<file path="src/shared/rbs_regs.vh">
`ifndef RBS_REGS_VH
`define RBS_REGS_VH

// Register offsets on the serial bus (8-bit register address).
`define RBS_ADDR_SUPPLY_MASK 8'h60
`define RBS_ADDR_READ_SELECT 8'h64
`define RBS_ADDR_BURST_SEL 8'h65
`define RBS_ADDR_SUPPLY_STATUS 8'h5B

// Addresses of the registers held outside this block; all but the comparator are burst-selectable.
`define RBS_ADDR_COMPARATOR 8'h40
`define RBS_ADDR_ALERT_STATUS 8'h41
`define RBS_ADDR_LIVE_FLAGS 8'h42
`define RBS_ADDR_RESULT_ONE 8'h43
`define RBS_ADDR_RESULT_TWO 8'h44
`define RBS_ADDR_DIAG_0 8'h45
`define RBS_ADDR_DIAG_1 8'h46
`define RBS_ADDR_DIAG_2 8'h47
`define RBS_ADDR_DIAG_3 8'h48
`define RBS_ADDR_INPUT_COUNTER 8'h49

// Reset values.
`define RBS_RST_SUPPLY_MASK 7'h00
`define RBS_RST_READ_SELECT 10'h000
`define RBS_RST_BURST_SEL 10'h3FF
`define RBS_RST_SUPPLY_STATUS 7'h00

// Field positions of the readback selector.
`define RBS_SEL_AUTO_BIT 9
`define RBS_SEL_HDR_BIT 8
`define RBS_SEL_PTR_MSB 7
`define RBS_SEL_PTR_LSB 0

// Widths of the implemented fields.
`define RBS_MASK_W 7
`define RBS_BSEL_W 10

// Serial frame layout: 32 bits, address byte then 16 data bits then 8 spare bits.
`define RBS_FRAME_BITS 6'd32
`define RBS_BURST_WRAP 6'd47
`define RBS_FRM_ADDR_MSB 31
`define RBS_FRM_ADDR_LSB 24
`define RBS_FRM_DATA_MSB 23
`define RBS_FRM_DATA_LSB 8

`endif

</file>
<file path="src/verilog/rbs_burst_next.v">
`include "rbs_regs.vh"

// Finds the next register address of a burst read, skipping deselected ones.
module rbs_burst_next (
    // Address of the register just returned.
    input wire [7:0] cur_addr,
    // Inclusion bits, one per selectable register.
    input wire [9:0] incl_sel,
    // Address of the next register to return.
    output reg [7:0] next_addr
);

    // Maps an address to its inclusion bit index; 15 means not selectable.
    function [3:0] sel_index;
        input [7:0] a;
        begin
            case (a)
                `RBS_ADDR_ALERT_STATUS: sel_index = 4'h0;
                `RBS_ADDR_LIVE_FLAGS: sel_index = 4'h1;
                `RBS_ADDR_RESULT_ONE: sel_index = 4'h2;
                `RBS_ADDR_RESULT_TWO: sel_index = 4'h3;
                `RBS_ADDR_DIAG_0: sel_index = 4'h4;
                `RBS_ADDR_DIAG_1: sel_index = 4'h5;
                `RBS_ADDR_DIAG_2: sel_index = 4'h6;
                `RBS_ADDR_DIAG_3: sel_index = 4'h7;
                `RBS_ADDR_INPUT_COUNTER: sel_index = 4'h8;
                `RBS_ADDR_SUPPLY_STATUS: sel_index = 4'h9;
                default: sel_index = 4'hF;
            endcase
        end
    endfunction

    // True when the address is selectable and its inclusion bit is clear.
    function skipped;
        input [7:0] a;
        input [9:0] s;
        reg [3:0] idx;
        begin
            idx = sel_index(a);
            if (idx == 4'hF) begin
                skipped = 1'b0;
            end else begin
                skipped = ~s[idx];
            end
        end
    endfunction

    integer i;

    // Step forward once, then past every deselected register in a row.
    always @* begin
        next_addr = cur_addr + 8'h01;
        for (i = 0; i < 11; i = i + 1) begin
            if (skipped(next_addr, incl_sel)) begin
                next_addr = next_addr + 8'h01;
            end
        end
    end

endmodule // rbs_burst_next

</file>
<file path="src/verilog/rbs_readback_alert.v">
`include "rbs_regs.vh"

module rbs_readback_alert (
    // Clock, reset and clock enable.
    input wire clk,
    input wire sys_rst,
    input wire ce,
    // Serial bus pins from the host.
    input wire sclk,
    input wire cs_n,
    input wire sdi,
    // Serial data out pin with its enable.
    output reg sdo,
    output reg sdo_oe,
    // Supply monitor fault levels, bit order as the status register.
    input wire [6:0] supply_fault,
    // Alert from the main alert logic, same clock.
    input wire main_alert,
    // Conversion ready flag, same clock.
    input wire conv_ready,
    // Digital input levels from the pins.
    input wire [3:0] din_level,
    // Alert output pin, active low open drain.
    output wire alert_n_oe,
    // Read port into the rest of the register file.
    output wire [7:0] ext_rd_addr,
    input wire [15:0] ext_rd_data,
    // Write port into the rest of the register file.
    output reg ext_wr_en,
    output reg [7:0] ext_wr_addr,
    output reg [15:0] ext_wr_data
);

    // Synchroniser stages for the bus pins; stage one feeds only stage two.
    reg sclk_s1;
    reg sclk_s2;
    reg sclk_d;
    reg cs_s1;
    reg cs_s2;
    reg cs_d;
    reg sdi_s1;
    reg sdi_s2;
    // Synchroniser stages for the fault and digital input pins.
    reg [6:0] fault_s1;
    reg [6:0] fault_s2;
    reg [3:0] din_s1;
    reg [3:0] din_s2;

    // Supply fault mask, one bit per status bit.
    reg [6:0] supply_fault_alert_mask;
    // Readback selector: auto enable, header select, pointer.
    reg auto_rd_en;
    reg frame_header_select;
    reg [7:0] rb_ptr;
    // Burst inclusion bits.
    reg [9:0] burst_inclusion_select;
    // Sticky supply fault status.
    reg [6:0] supply_status;

    // Frame state.
    reg frame_on;
    reg frame_rd;
    reg rd_pending;
    reg [5:0] bit_cnt;
    reg [31:0] in_sh;
    reg [31:0] out_sh;
    reg [7:0] burst_addr;

    // Edge decode of the synchronised pins.
    wire sclk_rise = sclk_s2 & ~sclk_d;
    wire sclk_fall = ~sclk_s2 & sclk_d;
    wire cs_fall = ~cs_s2 & cs_d;
    wire cs_rise = cs_s2 & ~cs_d;

    // Whole received frame, including the bit arriving on this edge.
    wire [31:0] in_word = {in_sh[30:0], sdi_s2};
    wire [7:0] wr_addr = in_word[`RBS_FRM_ADDR_MSB:`RBS_FRM_ADDR_LSB];
    wire [15:0] wr_data = in_word[`RBS_FRM_DATA_MSB:`RBS_FRM_DATA_LSB];
    // A frame completes when the thirty-second bit is taken.
    wire frame_done = frame_on & sclk_rise & (bit_cnt == `RBS_FRAME_BITS - 6'd1);
    // Burst words follow once the first frame has gone out.
    wire burst_phase = frame_on & (bit_cnt >= `RBS_FRAME_BITS);

    // Next register of a burst after the one just returned.
    wire [7:0] nxt_addr;

    rbs_burst_next u_burst_next (
        .cur_addr(burst_addr),
        .incl_sel(burst_inclusion_select),
        .next_addr(nxt_addr)
    );

    // One read path: the pointer for the first word, the burst step after it.
    wire [7:0] rd_addr = burst_phase ? nxt_addr : rb_ptr;
    assign ext_rd_addr = rd_addr;

    // Returns the 16-bit read value of a register of this block or outside.
    function [15:0] reg_read;
        input [7:0] a;
        input [15:0] ext;
        begin
            case (a)
                `RBS_ADDR_SUPPLY_MASK: reg_read = {9'h000, supply_fault_alert_mask};
                `RBS_ADDR_READ_SELECT: reg_read = {6'h00, auto_rd_en, frame_header_select, rb_ptr};
                `RBS_ADDR_BURST_SEL: reg_read = {6'h00, burst_inclusion_select};
                `RBS_ADDR_SUPPLY_STATUS: reg_read = {9'h000, supply_status};
                default: reg_read = ext;
            endcase
        end
    endfunction

    wire [15:0] rd_word = reg_read(rd_addr, ext_rd_data);

    // Alert pin is pulled low while an unmasked sticky status bit or the main alert stands.
    wire supply_alert = |(supply_status & ~supply_fault_alert_mask);
    assign alert_n_oe = supply_alert | main_alert;

    // Header bits 30..24 of a read frame.
    wire [6:0] hdr_bits = frame_header_select ? {1'b0, conv_ready, alert_n_oe, din_s2}
        : rb_ptr[6:0];

    // Frame loaded into the output shifter when a read frame opens.
    wire [31:0] rd_frame = {1'b0, hdr_bits, rd_word, 8'h00};

    // Two-flop synchronisers for every pin input.
    always @(posedge clk) begin
        if (sys_rst) begin
            sclk_s1 <= 1'b0;
            sclk_s2 <= 1'b0;
            sclk_d <= 1'b0;
            cs_s1 <= 1'b1;
            cs_s2 <= 1'b1;
            cs_d <= 1'b1;
            sdi_s1 <= 1'b0;
            sdi_s2 <= 1'b0;
            fault_s1 <= 7'h00;
            fault_s2 <= 7'h00;
            din_s1 <= 4'h0;
            din_s2 <= 4'h0;
        end else if (ce) begin
            sclk_s1 <= sclk;
            sclk_s2 <= sclk_s1;
            sclk_d <= sclk_s2;
            cs_s1 <= cs_n;
            cs_s2 <= cs_s1;
            cs_d <= cs_s2;
            sdi_s1 <= sdi;
            sdi_s2 <= sdi_s1;
            fault_s1 <= supply_fault;
            fault_s2 <= fault_s1;
            din_s1 <= din_level;
            din_s2 <= din_s1;
        end
    end

    // Frame tracking, bit counting and input shifting.
    always @(posedge clk) begin
        if (sys_rst) begin
            frame_on <= 1'b0;
            bit_cnt <= 6'd0;
            in_sh <= 32'h0000_0000;
        end else if (ce) begin
            if (cs_rise) begin
                // Host ended the frame; a short frame is discarded.
                frame_on <= 1'b0;
            end else if (cs_fall) begin
                // New frame opens with an empty shifter.
                frame_on <= 1'b1;
                bit_cnt <= 6'd0;
                in_sh <= 32'h0000_0000;
            end else if (frame_on & sclk_rise) begin
                in_sh <= in_word;
                if (bit_cnt == `RBS_BURST_WRAP) begin
                    // Each further 16-bit burst word restarts the word count.
                    bit_cnt <= `RBS_FRAME_BITS;
                end else begin
                    bit_cnt <= bit_cnt + 6'd1;
                end
            end
        end
    end

    // Output shifter: loaded at frame open and at each burst word.
    always @(posedge clk) begin
        if (sys_rst) begin
            frame_rd <= 1'b0;
            rd_pending <= 1'b0;
            out_sh <= 32'h0000_0000;
            burst_addr <= 8'h00;
            sdo <= 1'b0;
            sdo_oe <= 1'b0;
        end else if (ce) begin
            if (cs_fall) begin
                // Data goes out when auto readback is on or a read was armed.
                frame_rd <= auto_rd_en | rd_pending;
                rd_pending <= 1'b0;
                // The start register is returned whatever its select bit.
                burst_addr <= rb_ptr;
                if (auto_rd_en | rd_pending) begin
                    out_sh <= rd_frame;
                    sdo <= rd_frame[31];
                end else begin
                    out_sh <= 32'h0000_0000;
                    sdo <= 1'b0;
                end
                sdo_oe <= 1'b1;
            end else if (cs_rise) begin
                sdo_oe <= 1'b0;
                sdo <= 1'b0;
            end else if (frame_on & sclk_fall) begin
                if (burst_phase & (bit_cnt == `RBS_FRAME_BITS) & frame_rd) begin
                    // Next included register goes out as a 16-bit word.
                    out_sh <= {rd_word, 16'h0000};
                    sdo <= rd_word[15];
                    burst_addr <= nxt_addr;
                end else begin
                    out_sh <= {out_sh[30:0], 1'b0};
                    sdo <= out_sh[30];
                end
            end
            // A write to the selector arms an explicit read for the next frame.
            if (frame_done & (wr_addr == `RBS_ADDR_READ_SELECT)) begin
                rd_pending <= 1'b1;
            end
        end
    end

    // Register writes of a completed frame; reserved bits are dropped.
    always @(posedge clk) begin
        if (sys_rst) begin
            supply_fault_alert_mask <= `RBS_RST_SUPPLY_MASK;
            {auto_rd_en, frame_header_select, rb_ptr} <= `RBS_RST_READ_SELECT;
            burst_inclusion_select <= `RBS_RST_BURST_SEL;
            ext_wr_en <= 1'b0;
            ext_wr_addr <= 8'h00;
            ext_wr_data <= 16'h0000;
        end else if (ce) begin
            ext_wr_en <= 1'b0;
            if (frame_done) begin
                case (wr_addr)
                    `RBS_ADDR_SUPPLY_MASK: begin
                        // Seven mask bits line up with the status bits.
                        supply_fault_alert_mask <= wr_data[`RBS_MASK_W-1:0];
                    end
                    `RBS_ADDR_READ_SELECT: begin
                        auto_rd_en <= wr_data[`RBS_SEL_AUTO_BIT];
                        frame_header_select <= wr_data[`RBS_SEL_HDR_BIT];
                        rb_ptr <= wr_data[`RBS_SEL_PTR_MSB:`RBS_SEL_PTR_LSB];
                    end
                    `RBS_ADDR_BURST_SEL: begin
                        burst_inclusion_select <= wr_data[`RBS_BSEL_W-1:0];
                    end
                    `RBS_ADDR_SUPPLY_STATUS: begin
                        // Handled by the status process below.
                        ext_wr_en <= 1'b0;
                    end
                    default: begin
                        // Other addresses go to the rest of the register file.
                        ext_wr_en <= 1'b1;
                        ext_wr_addr <= wr_addr;
                        ext_wr_data <= wr_data;
                    end
                endcase
            end
        end
    end

    // Sticky status: a live fault sets its bit even when masked, and wins
    // over a write-one clear in the same cycle.
    wire [6:0] status_clr = (frame_done & (wr_addr == `RBS_ADDR_SUPPLY_STATUS)) ?
        wr_data[6:0] : 7'h00;
    wire [6:0] next_supply_status = (supply_status & ~status_clr) | fault_s2;

    always @(posedge clk) begin
        if (sys_rst) begin
            supply_status <= `RBS_RST_SUPPLY_STATUS;
        end else if (ce) begin
            supply_status <= next_supply_status;
        end
    end

endmodule // rbs_readback_alert

</file>
<file path="config.mk">
export PLATFORM = sky130hd
export DESIGN_NAME = rbs_readback_alert
export DESIGN_NICKNAME = d
export VERILOG_FILES = /design/src/verilog/rbs_burst_next.v /design/src/verilog/rbs_readback_alert.v
export VERILOG_INCLUDE_DIRS = /design/src /design/src/shared
export SDC_FILE = /design/constraint.sdc
export NUM_CORES = 1
export LEC_CHECK = 0
export BUFFER_PORTS_ARGS = -buffer_cell sky130_fd_sc_hd__buf_2
export CORE_UTILIZATION = 40
export DETAILED_ROUTE_END_ITERATION = 8
export GPL_TIMING_DRIVEN = 0
export HOLD_SLACK_MARGIN = 0.02
export PLACE_DENSITY = 0.64
export SETUP_SLACK_MARGIN = 0.02
export SYNTH_ARGS = -nofsm -noshare
export SYNTH_HDL_FRONTEND = slang
export SYNTH_SLANG_ARGS = --single-unit
export TNS_END_PERCENT = 10
</file>
<file path="constraint.sdc">
create_clock -name clk -period 71.5 [get_ports clk]
set_clock_uncertainty 0.1 [all_clocks]
set_input_delay 7.15 -clock clk [delete_from_list [all_inputs] [get_ports clk]]
set_output_delay 7.15 -clock clk [all_outputs]
set_load 0.1 [all_outputs]
</file>
# After elaboration in Yosys (flattened, before gate mapping)
# Cells that the tools add are included.
[totals]
reg_bits = 170
in_bits = 35
out_inout_bits = 36
[op_classes]
n_addsub = 13
order_cmp = 12
eq_ne = 133
n_mux = 85
n_bitwise = 36
reduce_logical = 19
[ops]
columns = ["op", "n"]
rows = [
  ["$eq A8 B7 Y1 const B", 118],
  ["$pmux W4 S10", 11],
  ["$mux W31", 7],
  ["$mux W8", 16],
  ["$add A8 B1 Y8 const B", 12],
  ["$pmux W16 S4", 1],
  ["$lt A4 B5 Y1 const B", 11],
  ["$bmux W1 S4", 11],
  ["$eq A4 B4 Y1 const B", 11],
  ["$mux W1", 34],
  ["$mux W6", 3],
  ["$reduce_and A3 Y1", 6],
  ["$not A1 Y1", 17],
  ["$and A7 B7 Y7", 2],
  ["$mux W7", 2],
  ["$not A7 Y7", 2],
  ["$and A1 B1 Y1", 12],
  ["$eq A6 B6 Y1 const B", 2],
  ["$reduce_bool A2 Y1", 5],
  ["$reduce_and A2 Y1", 4],
  ["$or A7 B7 Y7", 1],
  ["$reduce_or A7 Y1", 1],
  ["$add A6 B1 Y6 const B", 1],
  ["$eq A6 B5 Y1 const B", 1],
  ["other kinds (6)", 7],
]

# Longest topological paths before layout
# Gate-level depths: netlist (run 1).
[logic_depth]
word_depth = 85
depth_mapped = 149

# Cells and area by module
# From an unflattened synthesis (run 1), not the netlist that was laid out.
[unflattened]
hier_cells = 1821
hier_area_um2 = 14031.0
[by_module_without_submodules]
columns = ["mod", "instances", "cells_each", "area_each_um2", "seq_area_each_um2"]
rows = [
  ["rbs_readback_alert", 1, 854, 7223.2, 3243.1],
  ["rbs_burst_next", 1, 967, 6807.8, 0.0],
]

# Worst setup path before layout (run 1)
# OpenSTA, ideal clock, no wires.
[synth_path]
path_kind = "reg2out"
from = "register burst_addr[0]"
to = "output port ext_rd_addr[1]"
arrival_time_ns = 24.952
required_time_ns = 64.250
setup_slack_ns = 39.298
path_stages_with_launch = 117
n_path_buf = 9
path_cell_list = "dfxtp_1 -> buf_2 -> inv_1 -> ha_1 -> nand2_1 -> and4bb_4 -> o32ai_2 -> o31a_1 -> o22ai_1 -> a2111oi_4 -> a21boi_2 -> nor2_1 -> xnor2_1 -> ha_1 -> clkdlybuf4s25_2 -> a21o_1 -> nand3_1 -> mux2_4 -> [... 81 more ...] -> a22oi_1 -> nor2_1 -> and3_4 -> mux4_2 -> a221oi_2 -> nor2_1 -> xnor2_1 -> inv_1 -> ha_1 -> and3_1 -> and2_1 -> nor2_1 -> a41oi_1 -> and2_1 -> buf_2 -> o31ai_1 -> nand2_1 -> o21ai_0"
[synth_via]
elab_chain_cells = 79
elab_cells_between_ends = 200
[synth_rtl]
columns = ["element", "line_no", "rtl"]
rows = [
  ["from (decl)", "rbs_readback_alert.v:67", "reg [7:0] burst_addr;"],
  ["from (signal assigned)", "rbs_readback_alert.v:198", "burst_addr <= rb_ptr;"],
  ["from (signal assigned)", "rbs_readback_alert.v:215", "burst_addr <= nxt_addr;"],
  ["$add A8 B1 Y8 *", "rbs_burst_next.v:52", "next_addr = cur_addr + 8'h01;"],
  ["$eq A8 B7 Y1", "rbs_burst_next.v:17", "case (a)"],
  ["$pmux W4 S10", "rbs_burst_next.v:17", ""],
  ["$bmux W1 S4", "rbs_burst_next.v:43", "skipped = ~s[idx];"],
  ["$mux W1 (not written as such)", "rbs_burst_next.v:43", ""],
  ["$not A1 Y1", "rbs_burst_next.v:43", ""],
  ["$mux W1", "rbs_burst_next.v:40", "if (idx == 4'hF) begin"],
  ["$mux W8 *", "rbs_burst_next.v:54", "if (skipped(next_addr, incl_sel)) begin"],
  ["[... 63 more ...]", "--", ""],
  ["$eq A8 B7 Y1", "rbs_burst_next.v:17", ""],
  ["$pmux W4 S10", "rbs_burst_next.v:17", ""],
  ["$bmux W1 S4", "rbs_burst_next.v:43", ""],
  ["$mux W1 (not written as such)", "rbs_burst_next.v:43", ""],
  ["$not A1 Y1", "rbs_burst_next.v:43", ""],
  ["$mux W1", "rbs_burst_next.v:40", ""],
  ["$mux W8 *", "rbs_burst_next.v:54", ""],
  ["$mux W8 *", "rbs_readback_alert.v:94", "wire [7:0] rd_addr = burst_phase ? nxt_addr : rb_ptr;"],
  ["to (decl)", "rbs_readback_alert.v:26", "output wire [7:0] ext_rd_addr,"],
]
# Mark *: on every way between the ends. The rest lies on a longest branch, timed or not. The select of a mux whose other input is x is not followed.

# Final worst setup path (run 1)
[layout_path]
from = "register burst_addr[0]"
to = "output port ext_rd_addr[3]"
# The elaborated chain is that of the path after synthesis.

==> metrics.txt, run 1 <==
initial antenna violation count=1; FILL cells=3,545; critical path buffer and inverter count=13; f_max=0.02726 GHz; Worst Hold Slack=0.3616 ns; final slew viol count=0; global-route wire length before repair=74.19 mm; Setup Fix Bufs, Post-CTS=0; Crit Path Max Fanout=10; die area=0.03639 sq mm; CP dominant cell by count=ha_1; commonest non-fill, non-tap cell in the layout=nor2_1; TritonCTS buffer count=17; DP Wirelength=35.85 mm; RePlAce Congestion=0.9050; crit start category=flop; largest net degree at the start of global routing=18; Initial DRC Count=1,192; top_reg_cell synth=dfxtp_1; leading area contributor after synthesis=dfxtp_1; core area=0.03480 sq mm; hold path start=sdo$_SDFFE_PP0P_; pwr/cell area=12.61 mW/mm^2; layout cell share with drive strength beyond 1=14.10%; sequential cell area fraction in the yosys report=22.76%; ys async rst share=0%; # IOs=71; EDFF count, synth=0; Final Hold Viols=0; Die W=190.8 um; number of diodes=0; Yosys top cell area share=22.76%; Critical Path Max Stage Delay=0.61 ns; CTS sink cnt=162; count of cell types in the netlist=143; Worst Path Required=64.25 ns; Synth area leaders=dfxtp_1, mux2i_1, nor2_1; status=finished clean; Tcrit/Tclk final=51.31%; Final Setup Violations=0; Die Height=190.8 um; total of max-cap violations=0; clock-pin slew on the worst setup and hold paths=0.07 ns; Synth warnings=0; TNS Setup=0 ns; H-Tree Level Count=4; Static Leakage=6.273 nW; CTS tree=built; Setup CP Type=reg -> out; DR vias/cell=6.166; routed vias=14,830; routed len/inst=19.81 um; WL final=47.63 mm; Clock Latency Late Sink=0.44 ns; Pwr Total=0.1986 mW; Area Growth Syn to Fin=10.56%; Critical path origin=burst_addr[0]$_SDFFE_PP0P_; First-pass DRT Iterations=6; Syn Area/Cell=7.708 sq um; Crit. End Element=primary output; Detail Route Antenna Nets=0; Worst Tran Pin Value=0.9822 ns; most frequent cells in the layout=nor2_1, dfxtp_1, nand2_1; root buffer cell=clkbuf_16; Tmin final=36.69 ns; Worst EP arrival=29.44 ns; vias in the first global route=13,740; grt ovf=0; clock tree buffer depth=2; nets=2,015; GRT Total Usage=25.54%; Post-Synthesis Cells=1,849; Hold Path Class=reg -> reg; CTS resizes=0; Initial Util=40.95%; RSZ-0062 raised after global routing=false; synthesized cell area=0.01425 sq mm; Cell Count Post-Placement=2,373; final cell count without fillers=2,405; Slew headroom=34.01%; Synth Net Count=1,927; CP max-delay cell=xnor2_1; Core Rows=68; FF+latch count, synth=162; IO buf count=69; Crit path max-delay family=compound AO/OA/AOI/OAI gates; Worst VDD drop=0.02357 mV; CTS Hold Buffers Added=0; Crit Reg-Reg Startpoint=burst_addr[0]$_SDFFE_PP0P_; Residual DRC=0
-- worst reg2reg max path: cells and delay by family, from the launching register on --
family | cells | cell delay, ns
XOR/XNOR | 9 | 4.35
AND/OR/NAND/NOR | 37 | 6.12
multiplexers | 6 | 1.79
adder cells (fa/ha/maj) | 11 | 3.11
AO/OA/AOI/OAI | 48 | 11.16
buffers and inverters | 14 | 2.58
flip-flops | 1 | 0.52
-- metal layers --
layer / up-vias / track usage [%] / wire length (um)
met5: - / 0 / 12
li1: 7125 / - / -
met1: 7036 / 33.21 / 21190
met4: 2 / 8.523 / 1329
met2: 565 / 43.32 / 22310
met3: 101 / 3.110 / 2786
-- Yosys cell counts (all sizes together) (43+ instances only) --
library cell / count
nand2: 156
ha: 43
nor2: 252
mux2i: 110
buf: 54
inv: 69
a21oi: 123
o21ai: 109
dfxtp: 162
nand3: 65
nor3: 52
clkbuf: 49
-- through the flow --
step | cell area (sq um) | utilization [%] | worst slack, ns
final | 15760 | 45.28 | 34.81
after floorplan | 14250 | - | 39.30
after detailed placement | 15170 | 43.58 | 35.87
after global placement | 15170 | 43.58 | 36.17
after global routing | 15760 | 45.28 | 32.74
after CTS | 15760 | 45.28 | 35.32
-- where the power goes --
group          switching, mW  total, mW  internal [mW]  leakage (nW)
Sequential          0.000992     0.0925         0.0915          1.31
Clock                 0.0423     0.0921         0.0497         0.283
Combinational        0.00953     0.0141        0.00456          4.68
Total                 0.0529      0.199          0.146          6.27
-- kinds of logic (layout without fill, tap and decap cells) --
| logic type | Yosys count | after routing | synth area share, % |
|---|---|---|---|
| and+or+nand+nor | 726 | 726 | 25.34 |
| AOI/OAI and AO/OA | 584 | 584 | 30.81 |
| buffers and inverters | 179 | 280 | 6.339 |
| DFF | 162 | 162 | 22.76 |
| muxes | 129 | 129 | 9.385 |
| adders and majority gates | 43 | 43 | 3.775 |
| xor gates and xnor gates | 26 | 26 | 1.598 |
-- flip-flops by register name, summed over array words and instances, names as in the netlist, 4 cells and up --
signal / cells
bit_cnt: 6
burst_addr: 8
burst_inclusion_select: 10
din_s1: 4
din_s2: 4
ext_wr_addr: 8
ext_wr_data: 16
fault_s1: 7
fault_s2: 7
in_sh: 31
out_sh: 23
rb_ptr: 8
supply_fault_alert_mask: 7
supply_status: 7
-- path summary, 6_finish.rpt --
path,to,slack [ns],cells past startpoint
worst max-delay path,ext_rd_addr[3],34.81,120
worst min register to register,sdo$_SDFFE_PP0P_,0.36,2
worst max register to register,out_sh[30]$_SDFFE_PP0P_,41.61,125
worst min-delay path,sdo$_SDFFE_PP0P_,0.36,2
-- cell type report --
| class | count | area [sq um] | area share, % |
|---|---|---|---|
| buffer | 108 | 636.9 | 4.042 |
| clock buffer | 17 | 425.4 | 2.700 |
| inverter | 71 | 266.5 | 1.691 |
| sequential | 162 | 3243 | 20.58 |
| multi-input combinational | 1508 | 10100 | 64.13 |
| timing repair buffer | 69 | 345.3 | 2.192 |
| clock inverter | 15 | 165.2 | 1.048 |
| tap | 455 | 569.3 | 3.613 |
(Power assumes the default switching activity.)
==> run 2: changes to the inputs <==
--- a/config.mk
+++ b/config.mk
@@ -11,7 +11,7 @@
 export DETAILED_ROUTE_END_ITERATION = 8
 export GPL_TIMING_DRIVEN = 0
 export HOLD_SLACK_MARGIN = 0.02
-export PLACE_DENSITY = 0.64
+export PLACE_DENSITY = 0.66
 export SETUP_SLACK_MARGIN = 0.02
 export SYNTH_ARGS = -nofsm -noshare
 export SYNTH_HDL_FRONTEND = slang
==> constraint.sdc (replaced) <==
create_clock -name clk -period 32.6 [get_ports clk]
set_clock_uncertainty 0.1 [all_clocks]
set_input_delay 3.26 -clock clk [delete_from_list [all_inputs] [get_ports clk]]
set_output_delay 3.26 -clock clk [all_outputs]
set_load 0.1 [all_outputs]
==> run 2 against run 1 <==
  * Global-route usage rose by 0.056 points
  * Clock power is 120% higher
  * Via count increased by 1.6%
  * Utilization is 0.69 points higher
  * Setup slack lost 33 ns
  * Flip-flop and latch count did not move
  * Critical path type unchanged
  * Critical endpoint is now ext_rd_addr[1]
  * Largest cell class unchanged
  * Highest routed layer is now met4
==> metrics.txt, run 2 (synthesized netlist as in run 1, its figures left out) <==
DP Wirelength=35.60 mm (was 35.85 mm); Area Growth Syn to Fin=12.24% (was 10.56%); R2R depth=131 (was 125); CP dominant cell by count=nor2_1 (was ha_1); root buffer cell=clkbuf_16 (unchanged); DR vias/cell=6.251 (was 6.166); hold path start=sdo$_SDFFE_PP0P_ (unchanged); Hold Path Class=reg -> reg (unchanged); clock tree buffer depth=2 (unchanged); Worst Tran Pin Value=0.9867 ns (was 0.9822 ns); number of diodes=0 (unchanged); Worst EP arrival=27.17 ns (was 29.44 ns); Sw Share=24.90% (was 26.61%); largest net degree at the start of global routing=17 (was 18); Static Leakage=6.335 nW (was 6.273 nW); crit start category=flop (unchanged); Crit Path Max Fanout=10 (unchanged); Final Hold Viols=0 (unchanged); Residual DRC=0 (unchanged); vias in the first global route=13,960 (was 13,740); H-Tree Level Count=4 (unchanged); pwr/cell area=27.25 mW/mm^2 (was 12.61 mW/mm^2); grt ovf=0 (unchanged); Initial DRC Count=1,457 (was 1,192); RePlAce Congestion=0.9520 (was 0.9050); met2 global-route usage=42.63% (was 43.32%); routed len/inst=19.65 um (was 19.81 um); net switching power=0.1085 mW (was 0.05286 mW); core area=0.03480 sq mm (unchanged); status=finished clean (unchanged); pre-CTS setup slack=0.7924 ns (was 35.87 ns); Crit Reg-Reg Endpoint=out_sh[26]$_SDFFE_PP0P_ (was out_sh[30]$_SDFFE_PP0P_); final slew viol count=0 (unchanged); layout cell share with drive strength beyond 1=15.40% (was 14.10%); Reg with most FFs=in_sh (unchanged); IO buf count=69 (unchanged); Crit. End Element=primary output (unchanged); biggest regs=in_sh x31, out_sh x23, ext_wr_data x16 (unchanged); First-pass DRT Iterations=5 (was 6); Critical Path Max Stage Delay=0.57 ns (was 0.61 ns); TNS Setup=0 ns (unchanged); WL final=47.33 mm (was 47.63 mm); global-route wire length before repair=75.12 mm (was 74.19 mm); Crit path max-delay family=compound AO/OA/AOI/OAI gates (unchanged); Core Rows=68 (unchanged); Tcrit/Tclk final=93.65%; clock-pin slew on the worst setup and hold paths=0.07 ns (about the same); Largest register FFs=31 (unchanged); routed vias=15,060 (was 14,830); Seq pwr share=46.6% (about the same); CTS Hold Buffers Added=0 (unchanged); Hold Path End=sdo$_SDFFE_PP0P_ (unchanged); Final Util=45.97% (was 45.28%); Worst Setup Slack, final=2.071 ns (was 34.81 ns); Initial Util=40.95% (unchanged); r2r setup slk=4.74 ns (was 41.61 ns); Final Setup Violations=0 (unchanged); Worst VDD drop=0.04006 mV (was 0.02357 mV); commonest non-fill, non-tap cell in the layout=nor2_1 (unchanged); CTS sink cnt=162 (unchanged); total of max-cap violations=0 (unchanged); most frequent cells in the layout=nor2_1, dfxtp_1, nand2_1 (unchanged); Die Height=190.8 um (unchanged); Clock Latency Late Sink=0.43 ns (was 0.44 ns); met1 Track Usage GR=34.29% (was 33.21%); CTS tree=built (unchanged); Pint=0.3274 mW (was 0.1458 mW); initial antenna violation count=0 (was 1); Die W=190.8 um (unchanged); f_max=0.03276 GHz; clock share of power=46.3% (about the same); Tmin final=30.53 ns; Pwr Total=0.4359 mW (was 0.1986 mW); Worst Path Required=29.24 ns (was 64.25 ns); M3 GR Usage=2.871% (was 3.110%); # IOs=71 (unchanged); Worst Hold Depth=2 (unchanged); nets=2,019 (was 2,015); Gate power share=7.1% (about the same); GRT Total Usage=25.59% (was 25.54%); Setup CP Type=reg -> out (unchanged); critical path buffer and inverter count=17 (was 13); RSZ-0062 raised after global routing=false (unchanged); TritonCTS buffer count=17 (unchanged); CP max-delay cell=mux4_2 (was xnor2_1); Slew headroom=33.71% (was 34.01%); die area=0.03639 sq mm (unchanged); Crit Reg-Reg Startpoint=burst_addr[0]$_SDFFE_PP0P_ (unchanged); Detail Route Antenna Nets=0 (unchanged); busiest grt layer=met2 (unchanged)
-- run 2: changes by cell type in the layout (fill, tap and decap cells not counted), moves of 4 or more --
cell,change
o21ai_1,+4
xnor2_1,-10
buf_4,+5
o21ai_0,-4
xnor2_2,+9
-- run 2: tightest hold or removal path: cells and delay by family, from the launching register on --
family	cells	cell delay [ns]
flops	1	0.31
compound gates	1	0.05
simple gates	1	0.05
-- run 2: timing repair --
item / CTS / global route
buffers inserted: 0 / 4
setup endpoints to repair: 0 / 4
gates resized for setup: 0 / 41
-- run 2: layer usage --
metal / up-vias / wire length (um) / part of all wire, %
met3: 81 / 3119 / 6.6
met5: - / 0 / 0
met2: 663 / 22230 / 47
li1: 7110 / - / -
met1: 7205 / 20840 / 44
met4: 0 / 1133 / 2.4
-- run 2: cell type report --
| type | instances | area (sq um) |
|---|---|---|
| Clock inverter | 13 | 150.1 |
| Tap cell | 455 | 569.3 |
| Sequential cell | 162 | 3244 |
| Clock buffer | 19 | 442.9 |
| Timing Repair Buffer | 73 | 390.4 |
| Fill cell | 3407 | 18800 |
| Inverter | 71 | 266.5 |
| Multi-Input combinational cell | 1508 | 10290 |
| Buffer | 108 | 636.9 |
-- run 2: power groups by stage --
stage	clock network (mW)	registers (mW)	logic (mW)
after CTS	0.203	0.203	0.0305
after global placement	0	0.207	0.0299
after detailed placement	0	0.207	0.0303
final	0.202	0.203	0.0311
after floorplan	0	0.207	0.0206
after global routing	0.211	0.203	0.0340
-- run 2: how the worst max path moves through the flow --
stage / startpoint / to / slack (ns) / cells past startpoint
after global routing: burst_addr[1]$_SDFFE_PP0P_ / ext_rd_addr[0] / 0.04 / 133
final: burst_addr[0]$_SDFFE_PP0P_ / ext_rd_addr[1] / 2.07 / 127
after CTS: burst_addr[0]$_SDFFE_PP0P_ / ext_rd_addr[0] / 0.18 / 122
after global placement: burst_addr[0]$_SDFFE_PP0P_ / ext_rd_addr[3] / 1.05 / 118
after detailed placement: burst_addr[0]$_SDFFE_PP0P_ / ext_rd_addr[3] / 0.79 / 120
after floorplan: burst_addr[0]$_SDFFE_PP0P_ / ext_rd_addr[1] / 4.29 / 116
-- run 2: metrics by stage --
stage	std cells	area, sq um	hold WS (ns)
after floorplan	1849	14250	0.3408
after global placement	2373	15170	0.3499
after detailed placement	2373	15170	0.3568
after CTS	2405	15760	0.3662
after global routing	2409	16000	0.3923
final	2409	16000	0.3633
==> run 3: changes to the inputs <==
--- a/config.mk
+++ b/config.mk
@@ -12,6 +12,7 @@
 export GPL_TIMING_DRIVEN = 0
 export HOLD_SLACK_MARGIN = 0.02
 export PLACE_DENSITY = 0.66
+export RECOVER_POWER = 25
 export SETUP_SLACK_MARGIN = 0.02
 export SYNTH_ARGS = -nofsm -noshare
 export SYNTH_HDL_FRONTEND = slang
==> run 3 against run 2 <==
  * Flip-flop and latch count did not move
  * Non-clock buffer count unchanged
  * Hold slack is essentially flat
  * Critical path depth is the same
  * Global-route usage unchanged
  * Maximum frequency decreased by 0.15%
  * Via count down 0.25%
  * Largest power group unchanged
==> metrics.txt, run 3 (synthesized netlist as in run 1, its figures left out) <==
status=finished clean (unchanged); pre-CTS setup slack=0.7924 ns (unchanged); Core Rows=68 (unchanged); Residual DRC=0 (unchanged); die area=0.03639 sq mm (unchanged); Tcrit/Tclk final=93.78% (was 93.65%); DR vias/cell=6.236 (was 6.251); global-route wire length before repair=75.12 mm (unchanged); Hold Path Class=reg -> reg (unchanged); vias in the first global route=13,960 (unchanged); Clock Latency Late Sink=0.43 ns (about the same); biggest regs=in_sh x31, out_sh x23, ext_wr_data x16 (unchanged); WL final=47.29 mm (was 47.33 mm); number of diodes=0 (unchanged); H-Tree Level Count=4 (unchanged); grt ovf=0 (unchanged); core area=0.03480 sq mm (unchanged); Initial DRC Count=1,457 (unchanged); final cell count without fillers=2,409 (unchanged); nets=2,019 (unchanged); f_max=0.03271 GHz (was 0.03276 GHz); Worst Tran Pin Value=1.171 ns (was 0.9867 ns); Critical Path Max Stage Delay=0.57 ns (about the same); Critical Path Sink=ext_rd_addr[1] (unchanged); Crit Reg-Reg Startpoint=burst_addr[0]$_SDFFE_PP0P_ (unchanged); largest net degree at the start of global routing=17 (unchanged); CTS tree=built (unchanged); GRT Total Usage=25.59% (unchanged); Setup CP Type=reg -> out (unchanged); Largest register FFs=31 (unchanged); Worst VDD drop=0.04011 mV (was 0.04006 mV); layout cell share with drive strength beyond 1=14.94% (was 15.40%); crit start category=flop (unchanged); Area Growth Syn to Fin=12.16% (was 12.24%); Critical path origin=burst_addr[0]$_SDFFE_PP0P_ (unchanged); RePlAce Congestion=0.9520 (unchanged); DP Wirelength=35.60 mm (unchanged); Tmin final=30.57 ns (was 30.53 ns); CP dominant cell by count=nor2_1 (unchanged); TritonCTS buffer count=17 (unchanged); clock tree buffer depth=2 (unchanged); CTS sink cnt=162 (unchanged); Initial Util=40.95% (unchanged); # IOs=71 (unchanged); CTS Hold Buffers Added=0 (unchanged); TNS Setup=0 ns (unchanged); IO buf count=69 (unchanged); Worst Hold Slack=0.3633 ns (about the same); Detail Route Antenna Nets=0 (unchanged); root buffer cell=clkbuf_16 (unchanged); Worst Setup Slack, final=2.026 ns (was 2.071 ns); Slew headroom=22.25% (was 33.71%); Die Height=190.8 um (unchanged); pwr/cell area=27.27 mW/mm^2 (was 27.25 mW/mm^2); Final Setup Violations=0 (unchanged); initial antenna violation count=0 (unchanged); Worst EP arrival=27.21 ns (was 27.17 ns); routed len/inst=19.63 um (was 19.65 um); total of max-cap violations=0 (unchanged); R2R depth=131 (unchanged); Reg with most FFs=in_sh (unchanged); commonest non-fill, non-tap cell in the layout=nor2_1 (unchanged); Crit. End Element=primary output (unchanged); Final Hold Viols=0 (unchanged); Crit Reg-Reg Endpoint=out_sh[26]$_SDFFE_PP0P_ (unchanged); routed vias=15,020 (was 15,060); First-pass DRT Iterations=5 (unchanged); Worst Path Required=29.24 ns (about the same); final slew viol count=0 (unchanged); Die W=190.8 um (unchanged); Cell Count Post-Placement=2,373 (unchanged); Crit Path Max Fanout=10 (unchanged); clock-pin slew on the worst setup and hold paths=0.07 ns (about the same); CP max-delay cell=mux4_2 (unchanged); most frequent cells in the layout=nor2_1, dfxtp_1, nand2_1 (unchanged); r2r setup slk=4.69 ns (was 4.74 ns); Static Leakage=6.296 nW (was 6.335 nW); RSZ-0062 raised after global routing=false (unchanged)
==> run 3: layer usage <==
layer	wire, um	GRT usage (%)	share of wire (%)	vias up
met5	0	0	0	-
li1	-	-	-	7108
met4	1151	7.908	2.4	0
met2	22200	42.63	47	668
met1	20890	34.29	44	7164
met3	3043	2.871	6.4	82
==> run 3: worst min-delay path by stage <==
stage                                      start                      to  cells past startpoint
final                           sdo$_SDFFE_PP0P_        sdo$_SDFFE_PP0P_                      2
after floorplan           out_sh[8]$_SDFFE_PP0P_  out_sh[8]$_SDFFE_PP0P_                      2
after global placement          sdo$_SDFFE_PP0P_        sdo$_SDFFE_PP0P_                      2
after detailed placement  out_sh[8]$_SDFFE_PP0P_  out_sh[8]$_SDFFE_PP0P_                      2
after CTS                 out_sh[8]$_SDFFE_PP0P_  out_sh[8]$_SDFFE_PP0P_                      2
after global routing      ext_wr_en$_SDFFE_PP0P_  ext_wr_en$_SDFFE_PP0P_                      2
==> run 3: through the flow <==
stage               power (mW)  cell area, sq um  utilization [%]
floorplan               0.2273             14250                -
global placement        0.2371             15170            43.58
detailed placement      0.2376             15170            43.58
CTS                     0.4367             15760            45.29
global route            0.4483             15980            45.93
finish                  0.4358             15980            45.93
==> run 3: final cells by class <==
cell class              count  area, sq um
well taps                 455        569.3
inverters                  71        266.5
multi-input cells        1508        10290
clock inverters            13        150.1
plain buffers             108        636.9
repair buffers             73        379.1
clock buffers              19        442.9
fillers                  3411        18810
flip-flops and latches    162         3244
==> run 3: power breakdown <==
group	internal (mW)	switching [mW]
combinational	0.0101	0.0210
clock	0.117	0.0853
sequential	0.201	0.00220
total	0.327	0.108
==> run 3: repair_timing <==
item | in CTS | in global routing
resized for setup | 0 | 41
endpoints found under the setup margin | 0 | 4
buffers inserted | 0 | 4
==> run 3: worst max-delay path, delay by kind of cell (launching register included) <==
family          cells  cell delay (ns)
compound gates     51            10.93
simple gates       38             6.37
buf+inv            17             3.10
fa+ha+maj          11             2.86
mux                 5             1.74
xor+xnor            5             1.34
flops               1             0.42
